--- src/common/pxc_pkg.sv ---
// Package for the proximity conversion configuration block: register map,
// field layout, reset values, timing figures and shared types.
// Assumes a single 40 MHz system clock and an 8-bit register port.
package pxc_pkg;

	// -------------------------------------------------------------------
	// Register offsets
	// -------------------------------------------------------------------
	localparam logic [7:0] PXC_OFS_RECOVERY = 8'h0a;
	localparam logic [7:0] PXC_OFS_SCALE = 8'h0b;
	localparam logic [7:0] PXC_OFS_RANGE_MODE = 8'h0c;
	localparam logic [7:0] PXC_OFS_IR_SEL = 8'h0e;
	localparam logic [7:0] PXC_OFS_AUX_SEL = 8'h0f;

	// -------------------------------------------------------------------
	// Field positions
	// -------------------------------------------------------------------
	localparam int PXC_REC_LSB = 4;
	localparam int PXC_SCALE_LSB = 0;
	localparam int PXC_RANGE_BIT = 5;
	localparam int PXC_MODE_BIT = 2;

	// -------------------------------------------------------------------
	// Reset values
	// -------------------------------------------------------------------
	localparam logic [2:0] PXC_RST_REC = 3'h0;
	localparam logic [2:0] PXC_RST_SCALE = 3'h0;
	localparam logic PXC_RST_RANGE = 1'b0;
	localparam logic PXC_RST_MODE = 1'b1;
	localparam logic [7:0] PXC_RST_IR_SEL = 8'h00;
	localparam logic [7:0] PXC_RST_AUX_SEL = 8'h65;

	// -------------------------------------------------------------------
	// Timing
	// -------------------------------------------------------------------
	localparam int PXC_SYS_CLK_PS = 25000;
	localparam int PXC_ADC_CLK_NS = 50;
	localparam int PXC_ADC_TICK_CYCLES = (PXC_ADC_CLK_NS * 1000 + PXC_SYS_CLK_PS - 1) / PXC_SYS_CLK_PS;
	localparam int PXC_INTEG_BASE_ADC_CLKS = 512;

	// -------------------------------------------------------------------
	// Types
	// -------------------------------------------------------------------
	typedef enum logic [1:0] {
		PXC_IDLE,
		PXC_RECOVER,
		PXC_INTEGRATE
	} pxc_phase_t;

	typedef struct packed {
		logic [2:0] prox_recovery_code;
		logic [2:0] prox_integration_scale_code;
		logic prox_signal_range;
		logic prox_conversion_mode;
		logic [7:0] ambient_ir_input_code;
		logic [7:0] auxiliary_input_code;
	} pxc_cfg_t;

	typedef struct packed {
		logic wr;
		logic rd;
		logic [7:0] addr;
		logic [7:0] wdata;
	} pxc_bus_req_t;

endpackage

--- src/hdl/pxc_prox_config.sv ---
// Proximity and auxiliary conversion configuration registers and the
// proximity recovery / integration timer feeding the ADC sequencer.
// Assumes a synchronous register port and one-cycle conversion requests.
//
// Summary of operation
// - Recovery delay 1,7..511 ADC clocks from code
// - ADC clock period is 50 ns
// - Integration and emitter pulse scale by 2^code
// - Scaling divides ADC clock by 2^code
// - Sequencer never rejects any programmed combination
// - Range bit selects normal or high range
// - Mode bit selects raw or proximity mode
// - Raw mode keeps all emitters off
// - Ambient IR input selector 0x00 small, 0x03 large
// - Auxiliary selector 0x65 temperature, 0x75 supply
`timescale 1ns/10ps
`default_nettype none
module pxc_prox_config import pxc_pkg::*; #(
	parameter int INTEG_BASE = PXC_INTEG_BASE_ADC_CLKS,
	parameter int TICK_CYCLES = PXC_ADC_TICK_CYCLES
) (
	input wire logic clk_i,
	input wire logic sys_rst_i,
	input wire pxc_bus_req_t bus_i,
	output logic [7:0] rd_data_o,
	input wire logic prox_start_i,
	output logic prox_busy_o,
	output logic prox_integrating_o,
	output logic infrared_emitter_en_o,
	output logic adc_sample_tick_o,
	output logic prox_done_o,
	output var pxc_cfg_t cfg_o
);

	// -------------------------------------------------------------------
	// State
	// -------------------------------------------------------------------
	typedef struct packed {
		pxc_cfg_t cfg;
		pxc_phase_t phase;
		logic [15:0] cnt;
		logic busy;
		logic integrating;
		logic emitter;
		logic sample_tick;
		logic done;
		logic [7:0] rd_data;
	} pxc_core_t;

	pxc_core_t q;
	pxc_core_t next_q;
	logic adc_tick;
	logic div_tick;
	logic restart;

	function automatic logic [9:0] pxc_rec_clks(input logic [2:0] code);
		if (code == 3'h0) begin
			pxc_rec_clks = 10'h001;
		end else begin
			pxc_rec_clks = 10'((11'h004 << code) - 11'h001);
		end
	endfunction

	// -------------------------------------------------------------------
	// ADC clock and scaled divider
	// -------------------------------------------------------------------
	pxc_adc_divider #(
		.TICK_CYCLES(TICK_CYCLES)
	) u_div (
		.clk_i(clk_i),
		.sys_rst_i(sys_rst_i),
		.restart_i(restart),
		.scale_i(q.cfg.prox_integration_scale_code),
		.adc_tick_o(adc_tick),
		.div_tick_o(div_tick)
	);

	// -------------------------------------------------------------------
	// Next state
	// -------------------------------------------------------------------
	always_comb begin
		next_q = q;
		next_q.done = 1'b0;
		next_q.sample_tick = 1'b0;
		next_q.rd_data = 8'h00;
		restart = 1'b0;

		// Register writes keep only defined fields; reserved bits drop
		if (bus_i.wr) begin
			if (bus_i.addr == PXC_OFS_RECOVERY) begin
				next_q.cfg.prox_recovery_code = bus_i.wdata[PXC_REC_LSB +: 3];
			end else if (bus_i.addr == PXC_OFS_SCALE) begin
				// Any code is taken; limiting to 5 is up to software
				next_q.cfg.prox_integration_scale_code = bus_i.wdata[PXC_SCALE_LSB +: 3];
			end else if (bus_i.addr == PXC_OFS_RANGE_MODE) begin
				next_q.cfg.prox_signal_range = bus_i.wdata[PXC_RANGE_BIT];
				next_q.cfg.prox_conversion_mode = bus_i.wdata[PXC_MODE_BIT];
			end else if (bus_i.addr == PXC_OFS_IR_SEL) begin
				next_q.cfg.ambient_ir_input_code = bus_i.wdata;
			end else if (bus_i.addr == PXC_OFS_AUX_SEL) begin
				next_q.cfg.auxiliary_input_code = bus_i.wdata;
			end
		end

		if (bus_i.rd) begin
			if (bus_i.addr == PXC_OFS_RECOVERY) begin
				next_q.rd_data = {1'b0, q.cfg.prox_recovery_code, 4'h0};
			end else if (bus_i.addr == PXC_OFS_SCALE) begin
				next_q.rd_data = {5'h00, q.cfg.prox_integration_scale_code};
			end else if (bus_i.addr == PXC_OFS_RANGE_MODE) begin
				next_q.rd_data = {2'h0, q.cfg.prox_signal_range, 2'h0, q.cfg.prox_conversion_mode, 2'h0};
			end else if (bus_i.addr == PXC_OFS_IR_SEL) begin
				next_q.rd_data = q.cfg.ambient_ir_input_code;
			end else if (bus_i.addr == PXC_OFS_AUX_SEL) begin
				next_q.rd_data = q.cfg.auxiliary_input_code;
			end
		end

		case (q.phase)
			PXC_IDLE: begin
				if (prox_start_i) begin
					restart = 1'b1;
					next_q.phase = PXC_RECOVER;
					next_q.cnt = 16'h0000;
					next_q.busy = 1'b1;
				end
			end
			PXC_RECOVER: begin
				if (adc_tick) begin
					if (q.cnt >= 16'(pxc_rec_clks(q.cfg.prox_recovery_code) - 10'h001)) begin
						restart = 1'b1;
						next_q.phase = PXC_INTEGRATE;
						next_q.cnt = 16'h0000;
						next_q.integrating = 1'b1;
						// Emitters stay dark in raw mode, no reference pulse
						next_q.emitter = q.cfg.prox_conversion_mode;
					end else begin
						next_q.cnt = q.cnt + 16'h0001;
					end
				end
			end
			PXC_INTEGRATE: begin
				if (div_tick) begin
					next_q.sample_tick = 1'b1;
					if (q.cnt >= 16'(INTEG_BASE - 1)) begin
						next_q.phase = PXC_IDLE;
						next_q.cnt = 16'h0000;
						next_q.busy = 1'b0;
						next_q.integrating = 1'b0;
						next_q.emitter = 1'b0;
						next_q.done = 1'b1;
					end else begin
						next_q.cnt = q.cnt + 16'h0001;
					end
				end
			end
			default: begin
				next_q.phase = PXC_IDLE;
			end
		endcase
	end

	always_ff @(posedge clk_i) begin
		if (sys_rst_i) begin
			q <= '0;
			q.phase <= PXC_IDLE;
			q.cfg.prox_recovery_code <= PXC_RST_REC;
			q.cfg.prox_integration_scale_code <= PXC_RST_SCALE;
			q.cfg.prox_signal_range <= PXC_RST_RANGE;
			q.cfg.prox_conversion_mode <= PXC_RST_MODE;
			q.cfg.ambient_ir_input_code <= PXC_RST_IR_SEL;
			q.cfg.auxiliary_input_code <= PXC_RST_AUX_SEL;
		end else begin
			q <= next_q;
		end
	end

	assign rd_data_o = q.rd_data;
	assign prox_busy_o = q.busy;
	assign prox_integrating_o = q.integrating;
	assign infrared_emitter_en_o = q.emitter;
	assign adc_sample_tick_o = q.sample_tick;
	assign prox_done_o = q.done;
	assign cfg_o = q.cfg;

	logic [15:0] chk_rec_ticks;
	logic [15:0] chk_int_ticks;
	logic [7:0] chk_adc_per_div;
	logic [7:0] chk_cyc_per_adc;

	always_ff @(posedge clk_i) begin
		if (sys_rst_i || q.phase == PXC_IDLE) begin
			chk_rec_ticks <= 16'h0000;
			chk_int_ticks <= 16'h0000;
			chk_adc_per_div <= 8'h00;
			chk_cyc_per_adc <= 8'h00;
		end else begin
			if (q.phase == PXC_RECOVER && adc_tick) begin
				chk_rec_ticks <= chk_rec_ticks + 16'h0001;
			end
			if (q.phase == PXC_INTEGRATE && div_tick) begin
				chk_int_ticks <= chk_int_ticks + 16'h0001;
			end
			if (q.phase != PXC_INTEGRATE || div_tick) begin
				chk_adc_per_div <= 8'h00;
			end else if (adc_tick) begin
				chk_adc_per_div <= chk_adc_per_div + 8'h01;
			end
			chk_cyc_per_adc <= (adc_tick || restart) ? 8'h00 : chk_cyc_per_adc + 8'h01;
		end
	end
endmodule
`default_nettype wire

--- src/hdl/pxc_adc_divider.sv ---
// ADC clock tick generator and scaled integration tick divider.
// Assumes restart_i is a one-cycle request from the sequencer.
`timescale 1ns/10ps
`default_nettype none
module pxc_adc_divider import pxc_pkg::*; #(
	parameter int TICK_CYCLES = PXC_ADC_TICK_CYCLES
) (
	input wire logic clk_i,
	input wire logic sys_rst_i,
	input wire logic restart_i,
	input wire logic [2:0] scale_i,
	output logic adc_tick_o,
	output logic div_tick_o
);

	typedef struct packed {
		logic [7:0] cyc;
		logic [6:0] div;
		logic adc_tick;
		logic div_tick;
	} pxc_div_state_t;

	pxc_div_state_t q;
	pxc_div_state_t next_q;

	function automatic logic [6:0] pxc_div_last(input logic [2:0] code);
		pxc_div_last = 7'((8'h01 << code) - 8'h01);
	endfunction

	always_comb begin
		next_q = q;
		next_q.adc_tick = 1'b0;
		next_q.div_tick = 1'b0;
		if (restart_i) begin
			// Realign phase; the restart cycle already counts, so the
			// first interval is one whole ADC clock and not one cycle more
			next_q.cyc = 8'h00;
			next_q.div = 7'h00;
		end
		if (next_q.cyc == 8'(TICK_CYCLES - 1)) begin
			next_q.cyc = 8'h00;
			next_q.adc_tick = 1'b1;
			if (next_q.div >= pxc_div_last(scale_i)) begin
				next_q.div = 7'h00;
				next_q.div_tick = 1'b1;
			end else begin
				next_q.div = next_q.div + 7'h01;
			end
		end else begin
			next_q.cyc = next_q.cyc + 8'h01;
		end
	end

	always_ff @(posedge clk_i) begin
		if (sys_rst_i) begin
			q <= '0;
		end else begin
			q <= next_q;
		end
	end

	assign adc_tick_o = q.adc_tick;
	assign div_tick_o = q.div_tick;

endmodule
`default_nettype wire

--- config.mk ---
export PLATFORM = sky130hd
export DESIGN_NAME = pxc_prox_config
export DESIGN_NICKNAME = d
export VERILOG_FILES = /design/src/common/pxc_pkg.sv /design/src/hdl/pxc_prox_config.sv /design/src/hdl/pxc_adc_divider.sv
export SDC_FILE = /design/constraint.sdc
export NUM_CORES = 1
export LEC_CHECK = 0
export ABC_AREA = 0
export BUFFER_PORTS_ARGS = -buffer_cell sky130_fd_sc_hd__buf_2
export CAP_MARGIN = 20
export CORE_ASPECT_RATIO = 0.9
export CORE_MARGIN = 5
export CORE_UTILIZATION = 61
export DETAILED_ROUTE_END_ITERATION = 7
export PLACE_DENSITY = 0.94
export SLEW_MARGIN = 10
export SYNTH_ARGS = -nofsm -noshare
export SYNTH_HDL_FRONTEND = slang
export SYNTH_SLANG_ARGS = --single-unit
--- constraint.sdc ---
create_clock -name clk_i -period 7.9 [get_ports clk_i]
set_clock_uncertainty 0.1 [all_clocks]
set_input_delay 1.58 -clock clk_i [delete_from_list [all_inputs] [get_ports clk_i]]
set_output_delay 1.58 -clock clk_i [all_outputs]
set_load 0.01 [all_outputs]
* Yosys cells after proc, flatten, opt, wreduce, memory -nomap -nowiden
Cells that the tools add are included.
Storage, ports and cells: register bits 72, output and inout bits 37, word-level logic and storage cells 104
Cells by class: $add $sub $neg 6, $lt $le $gt $ge 3, equal/unequal tests 13, shift operators 2, muxes and demuxes 31, bitwise logic cells 8, reductions and logical operators 21
Operators with widths (count):
- 16-bit one-hot mux with 3 select lines | 1
- 8-bit by 4-bit equality test with 1-bit output, second input constant | 5
- 16-bit two-way mux | 2
- 10-bit two-way mux | 3
- 7-bit two-way mux | 4
- 23-bit two-way mux | 1
- 19-bit two-way mux | 1
- 18-bit two-way mux | 1
- 16-bit by 1-bit adder with 16-bit output, second input constant | 1
- 16-bit >= comparator | 1
- 16-bit by 9-bit >= comparator with 1-bit output, second input constant | 1
- 8-bit two-way mux | 2
- 15-bit two-way mux | 1
- 5-bit AND reduction | 3
- 4-bit AND reduction | 3
- 10-bit by 1-bit subtractor with 11-bit output, second input constant | 1
- 3-bit by 3-bit left shift with 10-bit output, first input constant | 1
- 10-bit by 1-bit subtractor with 10-bit output, second input constant | 1
- 9-bit two-way mux | 1
- 8-bit by 1-bit adder with 8-bit output, second input constant | 1
- 8-bit by 1-bit equality test with 1-bit output, second input constant | 1
- 2-bit two-way mux | 4
- 1-bit inverter | 8
- 2-bit OR reduction | 4
- 22 further kinds | 32

* Depth between registers and ports, before layout
word-level depth 14, mapped depth 17

* Cells and area by module
From an unflattened synthesis, not the netlist that was laid out.
Unflattened totals: cells, all modules 451, area, all modules 3846.2 µm²
By module, submodules not included:
- pxc_prox_config | instances 1, cells an instance 330, area an instance 2829.0 µm², seq. area each 1101.1 µm²
- pxc_adc_divider | instances 1, cells an instance 121, area an instance 1017.2 µm², seq. area each 340.3 µm²

* Least setup slack after synthesis
Ideal clock, no wire load.
path type reg2reg, start point reg q, in the netlist cfg_o[23], end point reg u_div.q[6] in the netlist's numbering, data arrival time 3.588 ns, slack 4.119 ns, cell stages (with the launch flop) 17, buffers on the path 1, cells stage by stage dfxtp_1 clkbuf_1 or3_1 inv_1 ha_1 nor2b_1 o21a_1 o2111ai_1 and3_4 and2_2 ha_1 a21o_1 a21o_1 a21o_1 a41oi_1 nand3_1 o32ai_1
Between the ends: word-level cells in the longest chain between the ends 14, elaborated cells between the ends (all ways) 17, classes of those cells add/sub (3); order compare (2); eq/ne (1); shift (1); mux (9); reduce/logical (1)
Ends and longest elaborated chain:
- from (decl) | line pxc_prox_config.sv:50 | pxc_core_t q;
- from (signal assigned) | line pxc_prox_config.sv:174 | q <= next_q;
- 3-bit by 3-bit left shift with 10-bit output | line pxc_prox_config.sv:60 | pxc_rec_clks = 10'((11'h004 << code) - 11'h001);
- 10-bit by 1-bit subtractor with 10-bit output | line pxc_prox_config.sv:60
- 10-bit two-way mux (*) | line pxc_prox_config.sv:57 | if (code == 3'h0) begin
- 10-bit two-way mux (*) | line pxc_prox_config.sv:129 | if (adc_tick) begin
- 10-bit two-way mux (*) | line pxc_prox_config.sv:119 | case (q.phase)
- 10-bit by 1-bit subtractor with 11-bit output (*) | line pxc_prox_config.sv:130 | if (q.cnt >= 16'(pxc_rec_clks(q.cfg.prox_recovery_code) - 10'h001)) begin
- 16-bit >= comparator (*) | line pxc_prox_config.sv:130
- 1-bit two-way mux (*) | line pxc_prox_config.sv:130
- 1-bit two-way mux (*) | line pxc_prox_config.sv:129
- 1-bit one-hot mux with 2 select lines (*) | line pxc_prox_config.sv:119
- 15-bit two-way mux (*) | line pxc_adc_divider.sv:34 | if (restart_i) begin
- 7-bit by 1-bit adder with 7-bit output or 7-bit >= comparator (tied branches) | line pxc_adc_divider.sv:47, pxc_adc_divider.sv:43
- 7-bit two-way mux | line pxc_adc_divider.sv:43 | if (next_q.div >= pxc_div_last(scale_i)) begin
- 9-bit two-way mux (*) | line pxc_adc_divider.sv:40 | if (next_q.cyc == 8'(TICK_CYCLES - 1)) begin
- to (signal assigned) | line pxc_adc_divider.sv:58 | q <= next_q;
- to (decl) | line pxc_adc_divider.sv:23 | pxc_div_state_t q;
Every way passes the cells marked *; elsewhere a longest branch is shown, timed or not. The select of a mux whose other input is x is not followed. A chain may end at the register's enable or synchronous reset.

* Worst setup path after layout
Same ends and word-level chain as after synthesis.

==> impl_metrics.tcl <==
set metrics [dict create \
    maxCapViolations 0 \
    max_freq_mhz 231.4 \
    crit_arrival_ns 4.48 \
    final_cells 583 \
    rsz0062_at_grt "false" \
    r2r_cells 16 \
    cp.depth 16 \
    crit_required_ns 8.06 \
    vias_per_cell 5.981 \
    startpoint_type "flop" \
    hold_depth 2 \
    ir_worst_vdd_uv 116.1 \
    p_seq_share_pct 42.2 \
    initial_core_util_pct 61.58 \
    cts_setup_buffers 0 \
    synth_seq_area_share_pct 36.11 \
    p_per_area_nw_per_um2 215.2 \
    endpoint_kind "flop" \
    crit_path_top_delay_cell "o2111ai_1" \
    crit_type "flop to flop" \
    postLayoutCoreUtil_pct 66.64 \
    max_stage_delay_ns 0.51 \
    cts_tree "yes" \
    insertion_delay_ns 0.36 \
    async_flop_share_pct 0 \
    synthCells 467 \
    cts_buffer_depth 2 \
    drive_gt1_share_pct 19.68 \
    syn-cell-area_um2 3991 \
    finalHoldViolCount 0 \
    rows 28 \
    synthFlopType "dfxtp_1" \
    hold_ws_ns 0.3630 \
    synthDistinctLibCells 66 \
    drtAntennaViolNets 0 \
    antenna_found_initial 0 \
    die-area_um2 8263 \
    synthTopCellsByArea "dfxtp_1 36%, ha_1 6.9%, buf_4 6.0%, nand2_1 3.8%, nand3_1 3.8%" \
    hp-class "flop to flop" \
    finalSetupViolCount 0 \
    core_um2 6481 \
    ys_ff_latch 72 \
    dp_cells 567 \
    synth_fp_nets 510 \
    internal_power_mw 0.6517 \
    cp_cell_sequence "or3_1, inv_1, ha_1, nor2b_1, o21a_1, o2111ai_1, and3_4, and2_4, inv_2, ha_1, nand2_1, a211o_1, a41oi_1, a41oi_1, nand3_1, o32ai_1" \
    die_h_um 86.74 \
    fp.dieW_um 95.27 \
    grt_pass1_wl_mm 15.21 \
    slew_headroom_pct 23.42 \
    post-route-period-util_pct 54.70 \
    synth.top_cell.area_share_pct 36.11 \
    power_leakage_nw 1.736 \
    finalMaxSlewViolations 0 \
    avgSynthCellArea_um2 8.547 \
    clkSlewWorstSetupHoldPaths_ns 0.08 \
    grt_use_total_pct 23.23 \
    first_global_vias 3328 \
    yosysWarningCount 0 \
    clock_power_share_pct 37.4 \
    num_vias 3487 \
    p_switching_mw 0.2777 \
    period_needed_ns 4.321 \
    gp_congestion 0.8966 \
    crit_family "compound AO/OA/AOI/OAI gates" \
    numCtsBuffers 9 \
    crit_fanout 10 \
    critPathBufInv 2 \
    wl_per_cell_um 16.05 \
    diodes 0 \
    swShare_pct 29.88 \
    pin_count 58 \
    final_nets 532 \
    numClockSinks 72 \
    yosysTopAreaCell "dfxtp_1" \
    cts_hold_buf 0 \
    worstMarginPinSlew_ns 1.145 \
    status "completed" \
    drt_iter0_drc 252 \
    cts_root_buffer "clkbuf_8" \
    finalSetupTns_ns 0 \
    drc 0 \
    fin_total_pwr_mw 0.9294 \
    dpl.hpwl_mm 6.699 \
    synth-edff-count 0 \
    totalWireLength_mm 9.357 \
    portBuffers 57 \
    syn_to_final_growth_pct 8.213 \
    gr-total-overflow 0 \
    htree_levels 3 \
    grt_max_degree 45 \
    p_comb_share_pct 20.5 \
    drt-pass1-iter-count 6 \
    post_cts_resized 0 \
]
[metrics by stage]
step / cell area [um^2] / setup WS [ns]
after floorplan: 3991 / 4.119
after global placement: 4079 / 3.875
after detailed placement: 4079 / 3.712
after CTS: 4312 / 3.676
after global routing: 4319 / 3.326
final: 4319 / 3.579
[sequential cells by signal, indices dropped and copies added, names as in the netlist]
register and flops:
u_div.adc_tick_o 1, u_div.q 15, prox_integrating_o 1, prox_busy_o 1, rd_data_o 8, infrared_emitter_en_o 1
adc_sample_tick_o 1, prox_done_o 1, q 18, cfg_o 24, u_div.div_tick_o 1
[tightest hold or removal path: cells and delay by family (launching register included)]
family / cells / cell delay [ns]
simple gates: 1 / 0.05
compound gates: 1 / 0.05
flops: 1 / 0.32
[power groups by stage]
stage          clock network, mW  registers [mW]  logic [mW]
2_1_floorplan                  0           0.400       0.143
3_3_place_gp                   0           0.399       0.175
3_5_place_dp                   0           0.399       0.185
4_1_cts                    0.350           0.391       0.187
5_1_grt                    0.369           0.393       0.211
6_report                   0.347           0.392       0.190
[placed cells by master (no fill, tap or decap), types with 3 or more instances in the layout]
cell / n
nand3b_1: 3
nor4_1: 6
o21a_1: 6
bufinv_16: 3
o311ai_1: 3
or3_1: 6
inv_1: 23
xor2_1: 9
nor3b_1: 5
and2_2: 8
a21oi_1: 22
nand2_1: 40
a31oi_1: 4
a211oi_1: 3
nand3_1: 30
nand4_1: 7
dfxtp_1: 72
a21o_1: 3
nor2_1: 39
a22oi_1: 6
nand2b_1: 4
a211o_1: 8
buf_2: 57
ha_1: 22
and3_1: 6
a41oi_1: 4
and2_1: 7
mux2i_1: 8
o21ai_0: 10
clkbuf_8: 9
nor2b_1: 4
nor3_1: 8
[area by class of cell]
class | count | area (um^2)
Inverter | 24 | 90.09
Sequential cell | 72 | 1441
Clock inverter | 6 | 108.9
Timing Repair Buffer | 58 | 292.8
Clock buffer | 9 | 123.9
Fill cell | 505 | 2162
Tap cell | 90 | 112.6
Multi-Input combinational cell | 324 | 2150
[synth_stat cells (all sizes together) (3+ instances only)]
library cell,number
a211o,8
a211oi,4
a21o,3
a21oi,22
a22oi,6
a31oi,4
a41oi,4
and2,16
and3,7
buf,38
clkbuf,9
dfxtp,72
ha,22
inv,24
mux2i,8
nand2,41
nand2b,4
nand3,30
nand3b,3
nand4,7
nor2,39
nor2b,4
nor3,10
nor3b,5
nor4,7
o21a,6
o21ai,11
o311ai,6
or2,3
or3,7
xor2,9
[path summary, 6_finish.rpt]
path,start,endpoint,slack [ns]
worst max-delay path,cfg_o[23],u_div.q[6],3.58
worst min-delay path,q[23],q[23],0.36
worst max register to register,cfg_o[23],u_div.q[6],3.58
worst min register to register,q[23],q[23],0.36
[layer usage]
metal	vias up	global-route usage, %	share of wire (%)
met1	1656	28.76	42
met4	0	9.961	1.3
met3	17	6.076	6.9
met5	-	0	0
li1	1680	-	-
met2	134	38.02	50
[cell families after synthesis]
kind of cell | count (synthesis) | share of synthesized area [%]
fa+ha+maj | 22 | 6.896
flops | 72 | 36.11
mux | 8 | 2.006
buf+inv | 71 | 10.03
compound gates | 95 | 17.65
simple gates | 187 | 24.80
other cells | 1 | 0.09395
xor+xnor | 11 | 2.414
Note: power is estimated with default switching activity, not from simulation.
